<file path="config.mk">
export PLATFORM = sky130hd
export DESIGN_NAME = link_error_flag_aggregator
export DESIGN_NICKNAME = d
export VERILOG_FILES = /design/src/link_error_flag_aggregator.v
export VERILOG_INCLUDE_DIRS = /design/src /design/src/src
export SDC_FILE = /design/constraint.sdc
export NUM_CORES = 1
export LEC_CHECK = 0
export BUFFER_PORTS_ARGS = -buffer_cell sky130_fd_sc_hd__buf_4
export CAP_MARGIN = 25
export CORE_ASPECT_RATIO = 1.1
export CORE_UTILIZATION = 45
export DETAILED_ROUTE_END_ITERATION = 6
export PLACE_DENSITY = 0.71
export SLEW_MARGIN = 20
export SYNTH_ARGS = -nofsm -noshare
export SYNTH_HDL_FRONTEND = slang
export SYNTH_SLANG_ARGS = --single-unit
export TNS_END_PERCENT = 50
</file>
<file path="constraint.sdc">
create_clock -name hclk -period 3.15 [get_ports hclk]
set_clock_uncertainty 0.2 [all_clocks]
set_input_delay 0.315 -clock hclk [delete_from_list [all_inputs] [get_ports hclk]]
set_output_delay 0.315 -clock hclk [all_outputs]
set_load 0.01 [all_outputs]
</file>
<file path="src/link_err_map.vh">
// register indices, field positions and reset values of the link error aggregator
`ifndef LINK_ERR_MAP_VH
`define LINK_ERR_MAP_VH

// ----------------------------------------------------------------
// register indices (byte address = index * 4)
// ----------------------------------------------------------------
`define IDX_PIPE_OEN     30'h0000_0049
`define IDX_PIPE_FLAGS   30'h0000_004a
`define IDX_PIPE_LCLR    30'h0000_08c7
`define IDX_PIPE0_STAT   30'h0000_0934
`define IDX_PIPE1_STAT   30'h0000_0974
`define IDX_PIPE2_STAT   30'h0000_09b4
`define IDX_PIPE3_STAT   30'h0000_09f4
`define IDX_ERR_OEN      30'h0000_0100
`define IDX_ERR_FLAGS    30'h0000_0101
`define IDX_CTRL         30'h0000_0102
`define IDX_PIX_CNT      30'h0000_0103
`define IDX_PRBS_CNT     30'h0000_0104
`define IDX_FS_CNT       30'h0000_0105
`define IDX_FS_LIMIT     30'h0000_0106
`define IDX_UNC_CNT      30'h0000_0107
`define IDX_COR_CNT      30'h0000_0108
`define IDX_UNC_LIMIT    30'h0000_0109
`define IDX_COR_LIMIT    30'h0000_010a
`define IDX_STATS_CLR    30'h0000_010b
`define IDX_ADC_SRC      30'h0000_010c

// ----------------------------------------------------------------
// source bit positions in the enable and flag registers
// ----------------------------------------------------------------
`define SRC_REMOTE       0
`define SRC_LINE         1
`define SRC_PIXEL        2
`define SRC_SEQ          3
`define SRC_BLK          4
`define SRC_PRBS         5
`define SRC_FSYNC        6
`define SRC_FEC          7
`define SRC_ADC          8
`define SRC_VDDCMP       9
`define SRC_BROWNOUT     10
`define SRC_NUM          11

// ----------------------------------------------------------------
// control bits and clear bits
// ----------------------------------------------------------------
`define CTRL_LINE_EN     0
`define CTRL_PIX_EN      1
`define CTRL_PRBS_EN     2
`define CLR_ALL          0
`define CLR_UNC          1
`define CLR_COR          2
`define STAT_NOW         0
`define STAT_LATCHED     1

// ----------------------------------------------------------------
// reset values
// ----------------------------------------------------------------
`define RST_ERR_OEN      11'h7ff
`define RST_PIPE_OEN     4'h0
`define RST_CTRL         3'h1
`define RST_FS_LIMIT     8'h00
`define RST_UNC_LIMIT    16'h0000
`define RST_COR_LIMIT    16'h0000

`endif

</file>
<file path="src/link_error_flag_aggregator.v">
// error flag collection, read-clear logic, ahb-lite register slave and error pin driver
//
// Implementation choice: the AHB-Lite slave port.
`timescale 1ns/100ps
`include "link_err_map.vh"

// Contract
// [RULE1] mirror remote error status only while locked
// [RULE2] remote flag ignores reads, follows remote
// [RULE3] line check on by default, mismatch sets flag
// [RULE4] line flag latches; read or relock clears
// [RULE5] pixel check off by default, software enables
// [RULE6] pixel flag while pixel count above zero
// [RULE7] pixel count clears on read/auto/relock
// [RULE8] sequence gap flag latches, read clears
// [RULE9] block size flag latches, read clears
// [RULE10] per-pipe mask flag while pipe blanked
// [RULE11] blank status: now plus latched, write clears
// [RULE12] per-pipe mask enables onto error pin
// [RULE13] pattern test flag on errors; read clears
// [RULE14] count frame misalignments, flag above limit
// [RULE15] frame count read clears count and flag
// [RULE16] correction flag when either count exceeds limit
// [RULE17] software writes one to clear correction stats
// [RULE18] converter flag while any latched source set
// [RULE19] supply compare flag latches, read clears
// [RULE20] brownout flag latches, read clears
// [RULE21] error pin low while enabled error active
// [RULE22] pin is or of flags gated by enables
module link_error_flag_aggregator (
	input  wire        hclk,
	input  wire        hresetn,
	input  wire        hsel,
	input  wire [31:0] haddr,
	input  wire [1:0]  htrans,
	input  wire        hwrite,
	input  wire [2:0]  hsize,
	input  wire [31:0] hwdata,
	input  wire        hready,
	output reg         hreadyout,
	output reg  [31:0] hrdata,
	output reg         hresp,
	input  wire        link_locked,
	input  wire        remote_err_status,
	input  wire        line_crc_mismatch,
	input  wire        pixel_crc_mismatch,
	input  wire        seq_gap_event,
	input  wire        block_size_event,
	input  wire [3:0]  pipe_masked,
	input  wire        prbs_bit_error,
	input  wire        vsync_misalign,
	input  wire        fec_uncorr_block,
	input  wire        fec_corr_bit,
	input  wire [3:0]  adc_limit_hit,
	input  wire        auto_err_reset,
	input  wire        supply_cmp_low,
	input  wire        supply_brownout,
	output reg         error_out_n
);

	// ----------------------------------------------------------------
	// bus front end
	// ----------------------------------------------------------------
	reg  [29:0] wr_idx_q;
	reg         wr_pend_q;
	reg  [29:0] rd_idx_q;
	reg         rd_pend_q;
	wire        take;
	wire        wr_fire;
	wire        rd_fire;

	// reads take one wait state so a write just before is already stored
	assign take    = hsel & htrans[1] & hready;
	assign wr_fire = wr_pend_q;
	assign rd_fire = rd_pend_q;

	always @(posedge hclk or negedge hresetn) begin
		if (!hresetn) begin
			wr_idx_q  <= 30'h0000_0000;
			wr_pend_q <= 1'b0;
			rd_idx_q  <= 30'h0000_0000;
			rd_pend_q <= 1'b0;
			hreadyout <= 1'b1;
			hresp     <= 1'b0;
		end else begin
			hresp     <= 1'b0;
			wr_pend_q <= take & hwrite;
			if (take) begin
				wr_idx_q <= haddr[31:2];
				rd_idx_q <= haddr[31:2];
			end
			rd_pend_q <= take & ~hwrite;
			hreadyout <= ~(take & ~hwrite);
		end
	end

	// ----------------------------------------------------------------
	// pin synchronisers for the analog comparators
	// ----------------------------------------------------------------
	reg  [1:0] sync1_q;
	reg  [1:0] sync2_q;
	reg  [1:0] sync3_q;
	reg  [1:0] cmp_q;

	always @(posedge hclk or negedge hresetn) begin
		if (!hresetn) begin
			sync1_q <= 2'h0;
			sync2_q <= 2'h0;
			sync3_q <= 2'h0;
			cmp_q   <= 2'h0;
		end else begin
			sync1_q <= {supply_brownout, supply_cmp_low};
			sync2_q <= sync1_q;
			sync3_q <= sync2_q;
			cmp_q   <= (sync2_q & sync3_q) | (cmp_q & (sync2_q | sync3_q));
		end
	end

	// ----------------------------------------------------------------
	// software registers
	// ----------------------------------------------------------------
	reg  [10:0] err_oen_q;
	reg  [3:0]  pipe_oen_q;
	reg  [2:0]  ctrl_q;
	reg  [7:0]  fs_limit_q;
	reg  [15:0] unc_limit_q;
	reg  [15:0] cor_limit_q;

	always @(posedge hclk or negedge hresetn) begin
		if (!hresetn) begin
			err_oen_q   <= `RST_ERR_OEN;
			pipe_oen_q  <= `RST_PIPE_OEN;
			ctrl_q      <= `RST_CTRL; // [RULE3] [RULE5]
			fs_limit_q  <= `RST_FS_LIMIT;
			unc_limit_q <= `RST_UNC_LIMIT;
			cor_limit_q <= `RST_COR_LIMIT;
		end else if (wr_fire) begin
			case (wr_idx_q)
				`IDX_ERR_OEN:   err_oen_q   <= hwdata[10:0];
				`IDX_PIPE_OEN:  pipe_oen_q  <= hwdata[3:0]; // [RULE12]
				`IDX_CTRL:      ctrl_q      <= hwdata[2:0]; // [RULE5]
				`IDX_FS_LIMIT:  fs_limit_q  <= hwdata[7:0];
				`IDX_UNC_LIMIT: unc_limit_q <= hwdata[15:0];
				`IDX_COR_LIMIT: cor_limit_q <= hwdata[15:0];
				default:        ;
			endcase
		end
	end

	// ----------------------------------------------------------------
	// clear strobes
	// ----------------------------------------------------------------
	reg         lock_q;
	wire        relock;
	wire        rd_flags;
	wire        rd_pix;
	wire        rd_prbs;
	wire        rd_fs;
	wire        rd_adc;
	wire [3:0]  lclr;
	wire        clr_unc;
	wire        clr_cor;

	assign relock   = link_locked & ~lock_q;
	assign rd_flags = rd_fire & (rd_idx_q == `IDX_ERR_FLAGS);
	assign rd_pix   = rd_fire & (rd_idx_q == `IDX_PIX_CNT);
	assign rd_prbs  = rd_fire & (rd_idx_q == `IDX_PRBS_CNT);
	assign rd_fs    = rd_fire & (rd_idx_q == `IDX_FS_CNT);
	assign rd_adc   = rd_fire & (rd_idx_q == `IDX_ADC_SRC);
	assign lclr     = (wr_fire && wr_idx_q == `IDX_PIPE_LCLR) ? hwdata[3:0] : 4'h0; // [RULE11]
	assign clr_unc  = wr_fire && wr_idx_q == `IDX_STATS_CLR && (hwdata[`CLR_ALL] | hwdata[`CLR_UNC]); // [RULE17]
	assign clr_cor  = wr_fire && wr_idx_q == `IDX_STATS_CLR && (hwdata[`CLR_ALL] | hwdata[`CLR_COR]); // [RULE17]

	// ----------------------------------------------------------------
	// flags and counters; an event in the clearing cycle survives
	// ----------------------------------------------------------------
	reg         remote_q;
	reg         line_q;
	reg  [7:0]  pix_cnt_q;
	reg         seq_q;
	reg         blk_q;
	reg  [7:0]  prbs_cnt_q;
	reg  [7:0]  fs_cnt_q;
	reg  [15:0] unc_cnt_q;
	reg  [15:0] cor_cnt_q;
	reg  [3:0]  adc_src_q;
	reg         vddcmp_q;
	reg         brown_q;
	reg  [3:0]  mask_lat_q;
	wire        pix_inc;
	wire        prbs_inc;

	assign pix_inc  = pixel_crc_mismatch & ctrl_q[`CTRL_PIX_EN];
	assign prbs_inc = prbs_bit_error & ctrl_q[`CTRL_PRBS_EN];

	always @(posedge hclk or negedge hresetn) begin
		if (!hresetn) begin
			lock_q     <= 1'b0;
			remote_q   <= 1'b0;
			line_q     <= 1'b0;
			pix_cnt_q  <= 8'h00;
			seq_q      <= 1'b0;
			blk_q      <= 1'b0;
			prbs_cnt_q <= 8'h00;
			fs_cnt_q   <= 8'h00;
			unc_cnt_q  <= 16'h0000;
			cor_cnt_q  <= 16'h0000;
			adc_src_q  <= 4'h0;
			vddcmp_q   <= 1'b0;
			brown_q    <= 1'b0;
			mask_lat_q <= 4'h0;
		end else begin
			lock_q   <= link_locked;
			remote_q <= link_locked & remote_err_status; // [RULE1] [RULE2]
			line_q   <= (line_crc_mismatch & ctrl_q[`CTRL_LINE_EN]) |
			            (line_q & ~rd_flags & ~relock); // [RULE3] [RULE4]
			// counters saturate rather than wrap so a flag never drops by itself
			if (rd_pix | auto_err_reset | relock)
				pix_cnt_q <= {7'h00, pix_inc}; // [RULE7]
			else if (pix_inc && pix_cnt_q != 8'hff)
				pix_cnt_q <= pix_cnt_q + 8'h01;
			seq_q <= seq_gap_event | (seq_q & ~rd_flags); // [RULE8]
			blk_q <= block_size_event | (blk_q & ~rd_flags); // [RULE9]
			if (rd_prbs)
				prbs_cnt_q <= {7'h00, prbs_inc}; // [RULE13]
			else if (prbs_inc && prbs_cnt_q != 8'hff)
				prbs_cnt_q <= prbs_cnt_q + 8'h01;
			if (rd_fs)
				fs_cnt_q <= {7'h00, vsync_misalign}; // [RULE15]
			else if (vsync_misalign && fs_cnt_q != 8'hff)
				fs_cnt_q <= fs_cnt_q + 8'h01; // [RULE14]
			if (clr_unc)
				unc_cnt_q <= {15'h0000, fec_uncorr_block};
			else if (fec_uncorr_block && unc_cnt_q != 16'hffff)
				unc_cnt_q <= unc_cnt_q + 16'h0001;
			if (clr_cor)
				cor_cnt_q <= {15'h0000, fec_corr_bit};
			else if (fec_corr_bit && cor_cnt_q != 16'hffff)
				cor_cnt_q <= cor_cnt_q + 16'h0001;
			adc_src_q  <= adc_limit_hit | (adc_src_q & {4{~rd_adc}}); // [RULE18]
			vddcmp_q   <= cmp_q[0] | (vddcmp_q & ~rd_flags); // [RULE19]
			brown_q    <= cmp_q[1] | (brown_q & ~rd_flags); // [RULE20]
			mask_lat_q <= pipe_masked | (mask_lat_q & ~lclr); // [RULE11]
		end
	end

	// ----------------------------------------------------------------
	// flag vector and error pin
	// ----------------------------------------------------------------
	wire [10:0] flags;

	assign flags[`SRC_REMOTE]   = remote_q;
	assign flags[`SRC_LINE]     = line_q;
	assign flags[`SRC_PIXEL]    = pix_cnt_q != 8'h00; // [RULE6]
	assign flags[`SRC_SEQ]      = seq_q;
	assign flags[`SRC_BLK]      = blk_q;
	assign flags[`SRC_PRBS]     = prbs_cnt_q != 8'h00; // [RULE13]
	assign flags[`SRC_FSYNC]    = fs_cnt_q > fs_limit_q; // [RULE14]
	assign flags[`SRC_FEC]      = (unc_cnt_q > unc_limit_q) | (cor_cnt_q > cor_limit_q); // [RULE16]
	assign flags[`SRC_ADC]      = |adc_src_q; // [RULE18]
	assign flags[`SRC_VDDCMP]   = vddcmp_q;
	assign flags[`SRC_BROWNOUT] = brown_q;

	always @(posedge hclk or negedge hresetn) begin
		if (!hresetn)
			error_out_n <= 1'b1;
		else
			error_out_n <= ~(|(flags & err_oen_q) | |(pipe_masked & pipe_oen_q)); // [RULE10] [RULE12] [RULE21] [RULE22]
	end

	// ----------------------------------------------------------------
	// read data; unmapped words read zero
	// ----------------------------------------------------------------
	reg  [31:0] rmux;

	always @* begin
		rmux = 32'h0000_0000;
		case (rd_idx_q)
			`IDX_PIPE_OEN:   rmux[3:0]   = pipe_oen_q;
			`IDX_PIPE_FLAGS: rmux[3:0]   = pipe_masked; // [RULE10]
			`IDX_PIPE0_STAT: rmux[1:0]   = {mask_lat_q[0], pipe_masked[0]};
			`IDX_PIPE1_STAT: rmux[1:0]   = {mask_lat_q[1], pipe_masked[1]};
			`IDX_PIPE2_STAT: rmux[1:0]   = {mask_lat_q[2], pipe_masked[2]};
			`IDX_PIPE3_STAT: rmux[1:0]   = {mask_lat_q[3], pipe_masked[3]};
			`IDX_ERR_OEN:    rmux[10:0]  = err_oen_q;
			`IDX_ERR_FLAGS:  rmux[10:0]  = flags;
			`IDX_CTRL:       rmux[2:0]   = ctrl_q;
			`IDX_PIX_CNT:    rmux[7:0]   = pix_cnt_q;
			`IDX_PRBS_CNT:   rmux[7:0]   = prbs_cnt_q;
			`IDX_FS_CNT:     rmux[7:0]   = fs_cnt_q;
			`IDX_FS_LIMIT:   rmux[7:0]   = fs_limit_q;
			`IDX_UNC_CNT:    rmux[15:0]  = unc_cnt_q;
			`IDX_COR_CNT:    rmux[15:0]  = cor_cnt_q;
			`IDX_UNC_LIMIT:  rmux[15:0]  = unc_limit_q;
			`IDX_COR_LIMIT:  rmux[15:0]  = cor_limit_q;
			`IDX_ADC_SRC:    rmux[3:0]   = adc_src_q;
			default:         rmux        = 32'h0000_0000;
		endcase
	end

	always @(posedge hclk or negedge hresetn) begin
		if (!hresetn)
			hrdata <= 32'h0000_0000;
		else if (rd_fire)
			hrdata <= rmux;
	end

endmodule

</file>
==> flow_metrics.py, run 1 <==
metrics = {
    "routing": {
        "dr.max_layer_used": "met4",
        "avgRoutedWirePerCell_um": 19.5,
        "wl_met3_um": 2040,
        "dr.pass1.iters": 6,
        "vias": 8411,
        "wl_met1_um": 11500,
        "route.detailed.drc": 0,
        "vias_per_cell": 5.73,
        "drtIter0Drc": 610,
        "wirelength_um": 28600,
        "wl_met2_um": 14000,
        "postRouteAntennaNets": 0,
    },
    "grt": {
        "grt_max_degree": 67,
        "gr-total-overflow": 0,
        "grt_pass1_vias": 8238,
        "grt_pass1_wl_um": 44700,
        "grt_usage": 0.264,
        "grt_antenna_before_repair": 1,
    },
    "synthesis": {
        "synthFlopType": "dfrtp_1",
        "synth.avg_cell_area_um2": 10.1,
        "synth_top_area_cell": "dfrtp_1",
        "ys_async_sr_fraction": 1.00,
        "ys_seq_elements": 187,
        "synth_area_mm2": 0.00998,
        "synth_edf_count": 0,
        "netlist_instances": 985,
        "synth_top_area_frac": 0.434,
        "synth_warnings": 0,
        "netlist_top_cells_area": "dfrtp_1 (43%), ha_1 (5.9%), mux2_2 (5.9%)",
        "ys_types": 68,
        "seq_area_frac_synth": 0.471,
    },
    "critical_path": {
        "path_delay_family": "simple AND/OR/NAND/NOR gates",
        "path_buf_inv": 0,
        "r2r-start": "rd_idx_q[7]",
        "crit_required_ns": 3.32,
        "worstPathArrival_ns": 3.06,
        "cp_max_fo": 13,
        "crit_start": "rd_idx_q[7]",
        "crit_path_top_delay_cell": "or4_1",
        "crit_chain": "or4_1 -> or3_4 -> nor2_2 -> and3_1 -> nor2_1 -> a21oi_1",
        "worstSetupEndpointType": "flip-flop",
        "worstSetupPathType": "flip-flop to flip-flop",
        "cpPeakStageDelay_ns": 0.62,
        "startpoint_type": "flip-flop",
    },
    "power": {
        "leakagePower_nw": 5.58,
        "p_int_mw": 4.45,
        "p_sw_mw": 2.00,
        "combPwrFrac": 0.191,
        "irDropWorstVdd_mv": 0.382,
        "pwr-share-seq": 0.461,
        "pwr-share-clk": 0.347,
        "p_per_area_mw_per_mm2": 519,
        "sw_frac_of_total": 0.309,
    },
    "sta": {
        "finalMaxSlewViolations": 0,
        "relSlewSlack": 0.393,
        "holdWs_ns": 0.0173,
        "finalHoldViolations": 0,
        "rsz0062_at_grt": "no",
        "finalCriticalPeriod_ns": 2.89,
        "finalCritPeriodShare": 0.918,
        "fin_setup_tns_ns": 0,
        "setup_viol": 0,
        "worstMarginPinSlew_ns": 0.910,
        "max_freq_ghz": 0.346,
    },
    "placed_design": {
        "portBuffers": 90,
        "place.gp.congestion": 0.961,
        "dpl_cell_area_mm2": 0.0112,
        "hpwl_um": 20200,
        "dp_cells": 1370,
    },
    "run_status": {
        "status": "complete, no violations",
    },
    "hold_path": {
        "hold_start": "hwdata[0]",
        "hold_class": "input pin to flip-flop",
    },
    "die": {
        "initial_core_util": 0.464,
        "die_area_mm2": 0.0228,
        "core-area_mm2": 0.0215,
        "core.rowCount": 56,
        "die_height_um": 158,
        "ioPinCount": 130,
        "die_w_um": 144,
    },
    "cts": {
        "cts_setup_buffers": 0,
        "clockBufferDepth": 2,
        "h-tree-depth": 4,
        "numCtsBuffers": 17,
        "clk_latency_ns": 0.44,
        "cts_tree": "done",
        "ctsResizeCount": 0,
        "cts.sinks": 187,
        "cts-root-buf": "clkbuf_16",
        "cts.clk_slew.worst_paths_ns": 0.07,
    },
    "cells_and_area": {
        "stdcell_area_mm2": 0.0124,
        "drive_gt1_frac": 0.216,
        "area_growth_pct": 24.5,
        "layout_commonest_cell": "dfrtp_1",
        "fill_cells": 1858,
        "fin_cells": 1469,
        "layout_common_cells": "dfrtp_1 (173), buf_4 (131), nand2_1 (101)",
        "final_util": 0.578,
        "layout.area.seq_mm2": 0.00470,
        "multiInputGateArea_mm2": 0.00485,
        "fin_nets": 1307,
    },
    "job": {
        "max_cap_viol_count": 0,
    },
}
-- cell usage after synthesis (20+ instances only) --
| cell type | count |
|---|---|
| a21oi_1 | 28 |
| buf_4 | 20 |
| clkbuf_1 | 27 |
| dfrtp_1 | 173 |
| ha_1 | 47 |
| inv_1 | 56 |
| mux2_2 | 52 |
| nand2_1 | 101 |
| nand3_1 | 25 |
| nand4_1 | 21 |
| nor2_1 | 82 |
| o21ai_0 | 56 |
| xor2_1 | 25 |
-- metal layers --
metal / track usage / up-vias
li1: - / 3885
met1: 0.326 / 4097
met2: 0.449 / 351
met3: 0.0557 / 78
met4: 0.107 / 0
met5: 0 / -
-- kinds of logic (layout without fill, tap and decap cells) --
group,Yosys count,in the layout,share of synthesized area
and+or+nand+nor,328,328,0.164
AOI/OAI and AO/OA,194,194,0.130
DFF,187,187,0.471
buffers and inverters,111,288,0.0507
muxes,73,73,0.0860
adders and majority gates,50,50,0.0619
xor gates and xnor gates,41,41,0.0360
other,1,18,0.000376
-- power groups by stage --
stage               clock network (mW)  logic (mW)  registers (mW)
floorplan                            0       0.713            2.91
global placement                     0        1.12            3.00
detailed placement                   0        1.15            3.01
CTS                               2.27        1.22            2.96
global route                      2.36        1.37            3.00
finish                            2.24        1.23            2.97
-- worst register-to-register path, cell delays in order (launching register included) --
cell,delay [ns]
dfrtp_1,0.47
or4_1,0.62
or3_4,0.51
nor2_2,0.33
and3_1,0.44
nor2_1,0.11
a21oi_1,0.14
-- path summary, 6_finish.rpt --
kind / slack, ns / end / cells past startpoint
max: 0.26 / fs_cnt_q[0] / 6
min: 0.02 / fs_limit_q[0] / 2
min in group asynchronous: 0.23 / cor_cnt_q[12] / 2
max in group asynchronous: 1.70 / err_oen_q[3] / 3
max reg2reg: 0.26 / fs_cnt_q[0] / 6
min reg2reg: 0.15 / sync2_q[1] / 0
-- metrics by stage --
stage	worst slack (ns)	power, mW
6_report	0.259	6.45
5_1_grt	0.132	6.73
4_1_cts	0.299	6.45
3_5_place_dp	0.313	4.16
3_3_place_gp	0.356	4.12
2_1_floorplan	0.653	3.62
-- cell type report --
cell class                 instances  share of cell area
antenna                            1            0.000201
clock buffer                      17              0.0342
clock inverter                    15              0.0145
inverter                          56              0.0169
multi-input combinational        703               0.390
sequential                       187               0.378
tap                              290              0.0292
timing repair buffer             200               0.137
-- sequential cells by signal, summed over array words and instances, names as in the netlist, 2 cells and up --
register / count
adc_src_q: 4
cmp_q: 2
cor_cnt_q: 16
cor_limit_q: 16
ctrl_q: 3
err_oen_q: 11
fs_cnt_q: 8
fs_limit_q: 8
hrdata: 16
mask_lat_q: 4
pipe_oen_q: 4
pix_cnt_q: 8
prbs_cnt_q: 8
rd_idx_q: 30
sync1_q: 2
sync2_q: 2
sync3_q: 2
unc_cnt_q: 16
unc_limit_q: 16
-- repair_timing --
action | CTS | global route
hold buffers | 66 | 0
hold endpoints to repair | 155 | 0
endpoints found under the setup margin | 0 | 0
(Power assumes the default switching activity.)
==> inputs of run 2 (changes only) <==
--- a/config.mk
+++ b/config.mk
@@ -9,9 +9,9 @@
 export BUFFER_PORTS_ARGS = -buffer_cell sky130_fd_sc_hd__buf_4
 export CAP_MARGIN = 25
 export CORE_ASPECT_RATIO = 1.1
-export CORE_UTILIZATION = 45
+export CORE_UTILIZATION = 50
 export DETAILED_ROUTE_END_ITERATION = 6
-export PLACE_DENSITY = 0.71
+export PLACE_DENSITY_LB_ADDON = 0.12
 export SLEW_MARGIN = 20
 export SYNTH_ARGS = -nofsm -noshare
 export SYNTH_HDL_FRONTEND = slang
==> run 2 against run 1 <==
  * Sequential share of layout area decreased by 0.20 points
  * Core utilization rose by 6.7 points
  * Global-route usage increased by 3.1 points
  * Maximum frequency up 2.0%
  * Count of clock-buffer cells in the layout is 2 higher
  * Sequential power about the same
  * First-iteration DRC count is 31% higher
  * Final area increased by 0.52%
  * Combinational power is 6% higher
  * Setup slack gained 0.057 ns
  * Largest power group unchanged
==> flow_metrics.py, run 2 (same netlist as run 1, synthesis figures left out) <==
metrics = {
    "critical_path": {
        "crit_top_cell": "a221oi_1",
        "ff2ff_path_depth": 8,
        "r2r_end": "error_out_n",
        "crit_end": "error_out_n",
        "startpoint_type": "flip-flop",
        "crit_path_top_delay_cell": "a221oi_1",
        "worstSetupPathType": "flip-flop to flip-flop",
        "cp_max_fo": 2,
        "r2r-start": "cor_limit_q[11]",
        "r2r_setup_slack_ns": 0.32,
        "worstSetupEndpointType": "flip-flop",
        "cpPeakStageDelay_ns": 0.50,
        "crit_chain": "inv_1 -> ha_1 -> and2_0 -> a221o_1 -> a221oi_1 -> o21ai_0 -> a22o_1 -> a221oi_1",
        "crit_start": "cor_limit_q[11]",
        "crit_required_ns": 3.23,
        "worstPathArrival_ns": 2.92,
    },
    "sta": {
        "finalCritPeriodShare": 0.900,
        "rsz0062_at_grt": "no",
        "fin_setup_tns_ns": 0,
        "finalHoldViolations": 0,
        "max_freq_ghz": 0.353,
        "finalCriticalPeriod_ns": 2.83,
        "finalMaxSlewViolations": 0,
        "relSlewSlack": 0.473,
        "setup_viol": 0,
        "worstMarginPinSlew_ns": 0.791,
        "worst_slack_ns": 0.315,
    },
    "cells_and_area": {
        "fin_nets": 1314,
        "fill_cells": 1595,
        "stdcell_area_mm2": 0.0125,
        "final_util": 0.645,
        "diodes": 0,
        "largest_reg_flops": 30,
        "layout_commonest_cell": "dfrtp_1",
        "drive_gt1_frac": 0.220,
        "layout_common_cells": "dfrtp_1 (173), buf_4 (139), nand2_1 (101)",
        "area_growth_pct": 25.2,
        "top_register": "rd_idx_q",
    },
    "die": {
        "die_area_mm2": 0.0205,
        "initial_core_util": 0.515,
        "die_w_um": 137,
        "core-area_mm2": 0.0194,
        "core.rowCount": 53,
        "die_height_um": 150,
        "ioPinCount": 130,
    },
    "routing": {
        "route.detailed.drc": 0,
        "drtIter0Drc": 802,
        "vias_per_cell": 5.74,
        "vias": 8217,
        "dr.pass1.iters": 5,
        "wirelength_um": 28500,
        "postRouteAntennaNets": 0,
        "avgRoutedWirePerCell_um": 19.9,
    },
    "grt": {
        "grt_antenna_before_repair": 0,
        "grt_pass1_vias": 8181,
        "grt_pass1_wl_um": 44800,
        "grt_max_degree": 68,
        "gr-total-overflow": 0,
        "grt_usage": 0.295,
    },
    "power": {
        "p_int_mw": 4.81,
        "pwr-share-clk": 0.370,
        "power_mw": 6.73,
        "irDropWorstVdd_mv": 0.392,
        "p_per_area_mw_per_mm2": 539,
        "sw_frac_of_total": 0.285,
        "combPwrFrac": 0.193,
        "leakagePower_nw": 5.66,
        "pwr-share-seq": 0.437,
        "p_sw_mw": 1.92,
    },
    "run_status": {
        "status": "complete, no violations",
    },
    "cts": {
        "cts-root-buf": "clkbuf_16",
        "cts.clk_slew.worst_paths_ns": 0.07,
        "cts_tree": "done",
        "cts.sinks": 187,
        "ctsResizeCount": 0,
        "clk_latency_ns": 0.43,
        "numCtsBuffers": 17,
        "clockBufferDepth": 2,
        "h-tree-depth": 4,
    },
    "placed_design": {
        "dpl_worst_slack_ns": 0.326,
        "portBuffers": 90,
        "hpwl_um": 20500,
        "place.gp.congestion": 0.932,
        "dpl_cell_area_mm2": 0.0111,
    },
    "hold_path": {
        "hold_class": "input pin to flip-flop",
    },
    "job": {
        "max_cap_viol_count": 0,
    },
}
## run 2: cell count changes in the layout (fill, tap and decap cells not counted), sizes merged
cell,previous run,this run
buf,133,140
bufinv,2,6
clkbuf,18,20
clkinv,5,4
clkinvlp,1,0
inv,63,59
diode,1,0
## run 2: power by group through the flow
stage	clock network (mW)	registers, mW	logic [mW]
finish	2.49	2.94	1.30
global route	2.63	2.98	1.43
CTS	2.52	2.93	1.29
detailed placement	0	2.98	1.21
global placement	0	2.97	1.19
floorplan	0	2.91	0.713
## run 2: per-layer routing
metal,wire length [um],share of wire,track usage
met5,0,0,0
met4,1090,0.038,0.140
met3,1820,0.064,0.0636
met2,14300,0.50,0.502
met1,11300,0.40,0.355
## run 2: area by class of cell
class | count | area [um2] | area share
clock buffer | 19 | 453 | 0.0363
timing repair buffer | 207 | 1740 | 0.139
tap | 247 | 309 | 0.0247
clock inverter | 13 | 234 | 0.0187
sequential | 187 | 4700 | 0.376
inverter | 56 | 210 | 0.0168
multi-input combinational | 703 | 4850 | 0.388
## run 2: worst min-delay path by stage
| stage | cells past startpoint | startpoint | end | slack, ns |
|---|---|---|---|---|
| 3_5_place_dp | 0 | sync1_q[1] | sync2_q[1] | 0.14 |
| 4_1_cts | 3 | hwdata[1] | fs_limit_q[1] | 0.005 |
| 6_report | 3 | hwdata[1] | fs_limit_q[1] | 0.02 |
| 2_1_floorplan | 0 | hresetn | adc_src_q[0] | -0.18 |
| 3_3_place_gp | 0 | sync1_q[1] | sync2_q[1] | 0.13 |
| 5_1_grt | 2 | hwdata[0] | err_oen_q[0] | 0.02 |
## run 2: critical path, delay by kind of cell, from the launching register on
family	cells	cell delay, ns
AO/OA/AOI/OAI	5	1.59
adder cells (fa/ha/maj)	1	0.30
buffers and inverters	1	0.06
flip-flops	1	0.36
AND/OR/NAND/NOR	1	0.18
## run 2: per-stage QoR
stage / std cells / hold WS (ns)
after floorplan: 1001 / -0.181
after global placement: 1334 / 0.133
after detailed placement: 1334 / 0.140
after CTS: 1432 / 0.00476
after global routing: 1432 / 0.0154
final: 1432 / 0.0173
## run 2: timing repair
item | in CTS | in global routing
hold endpoints to repair | 150 | 0
hold buffers | 66 | 0
setup endpoints to repair | 0 | 0
buffers inserted | 0 | 0
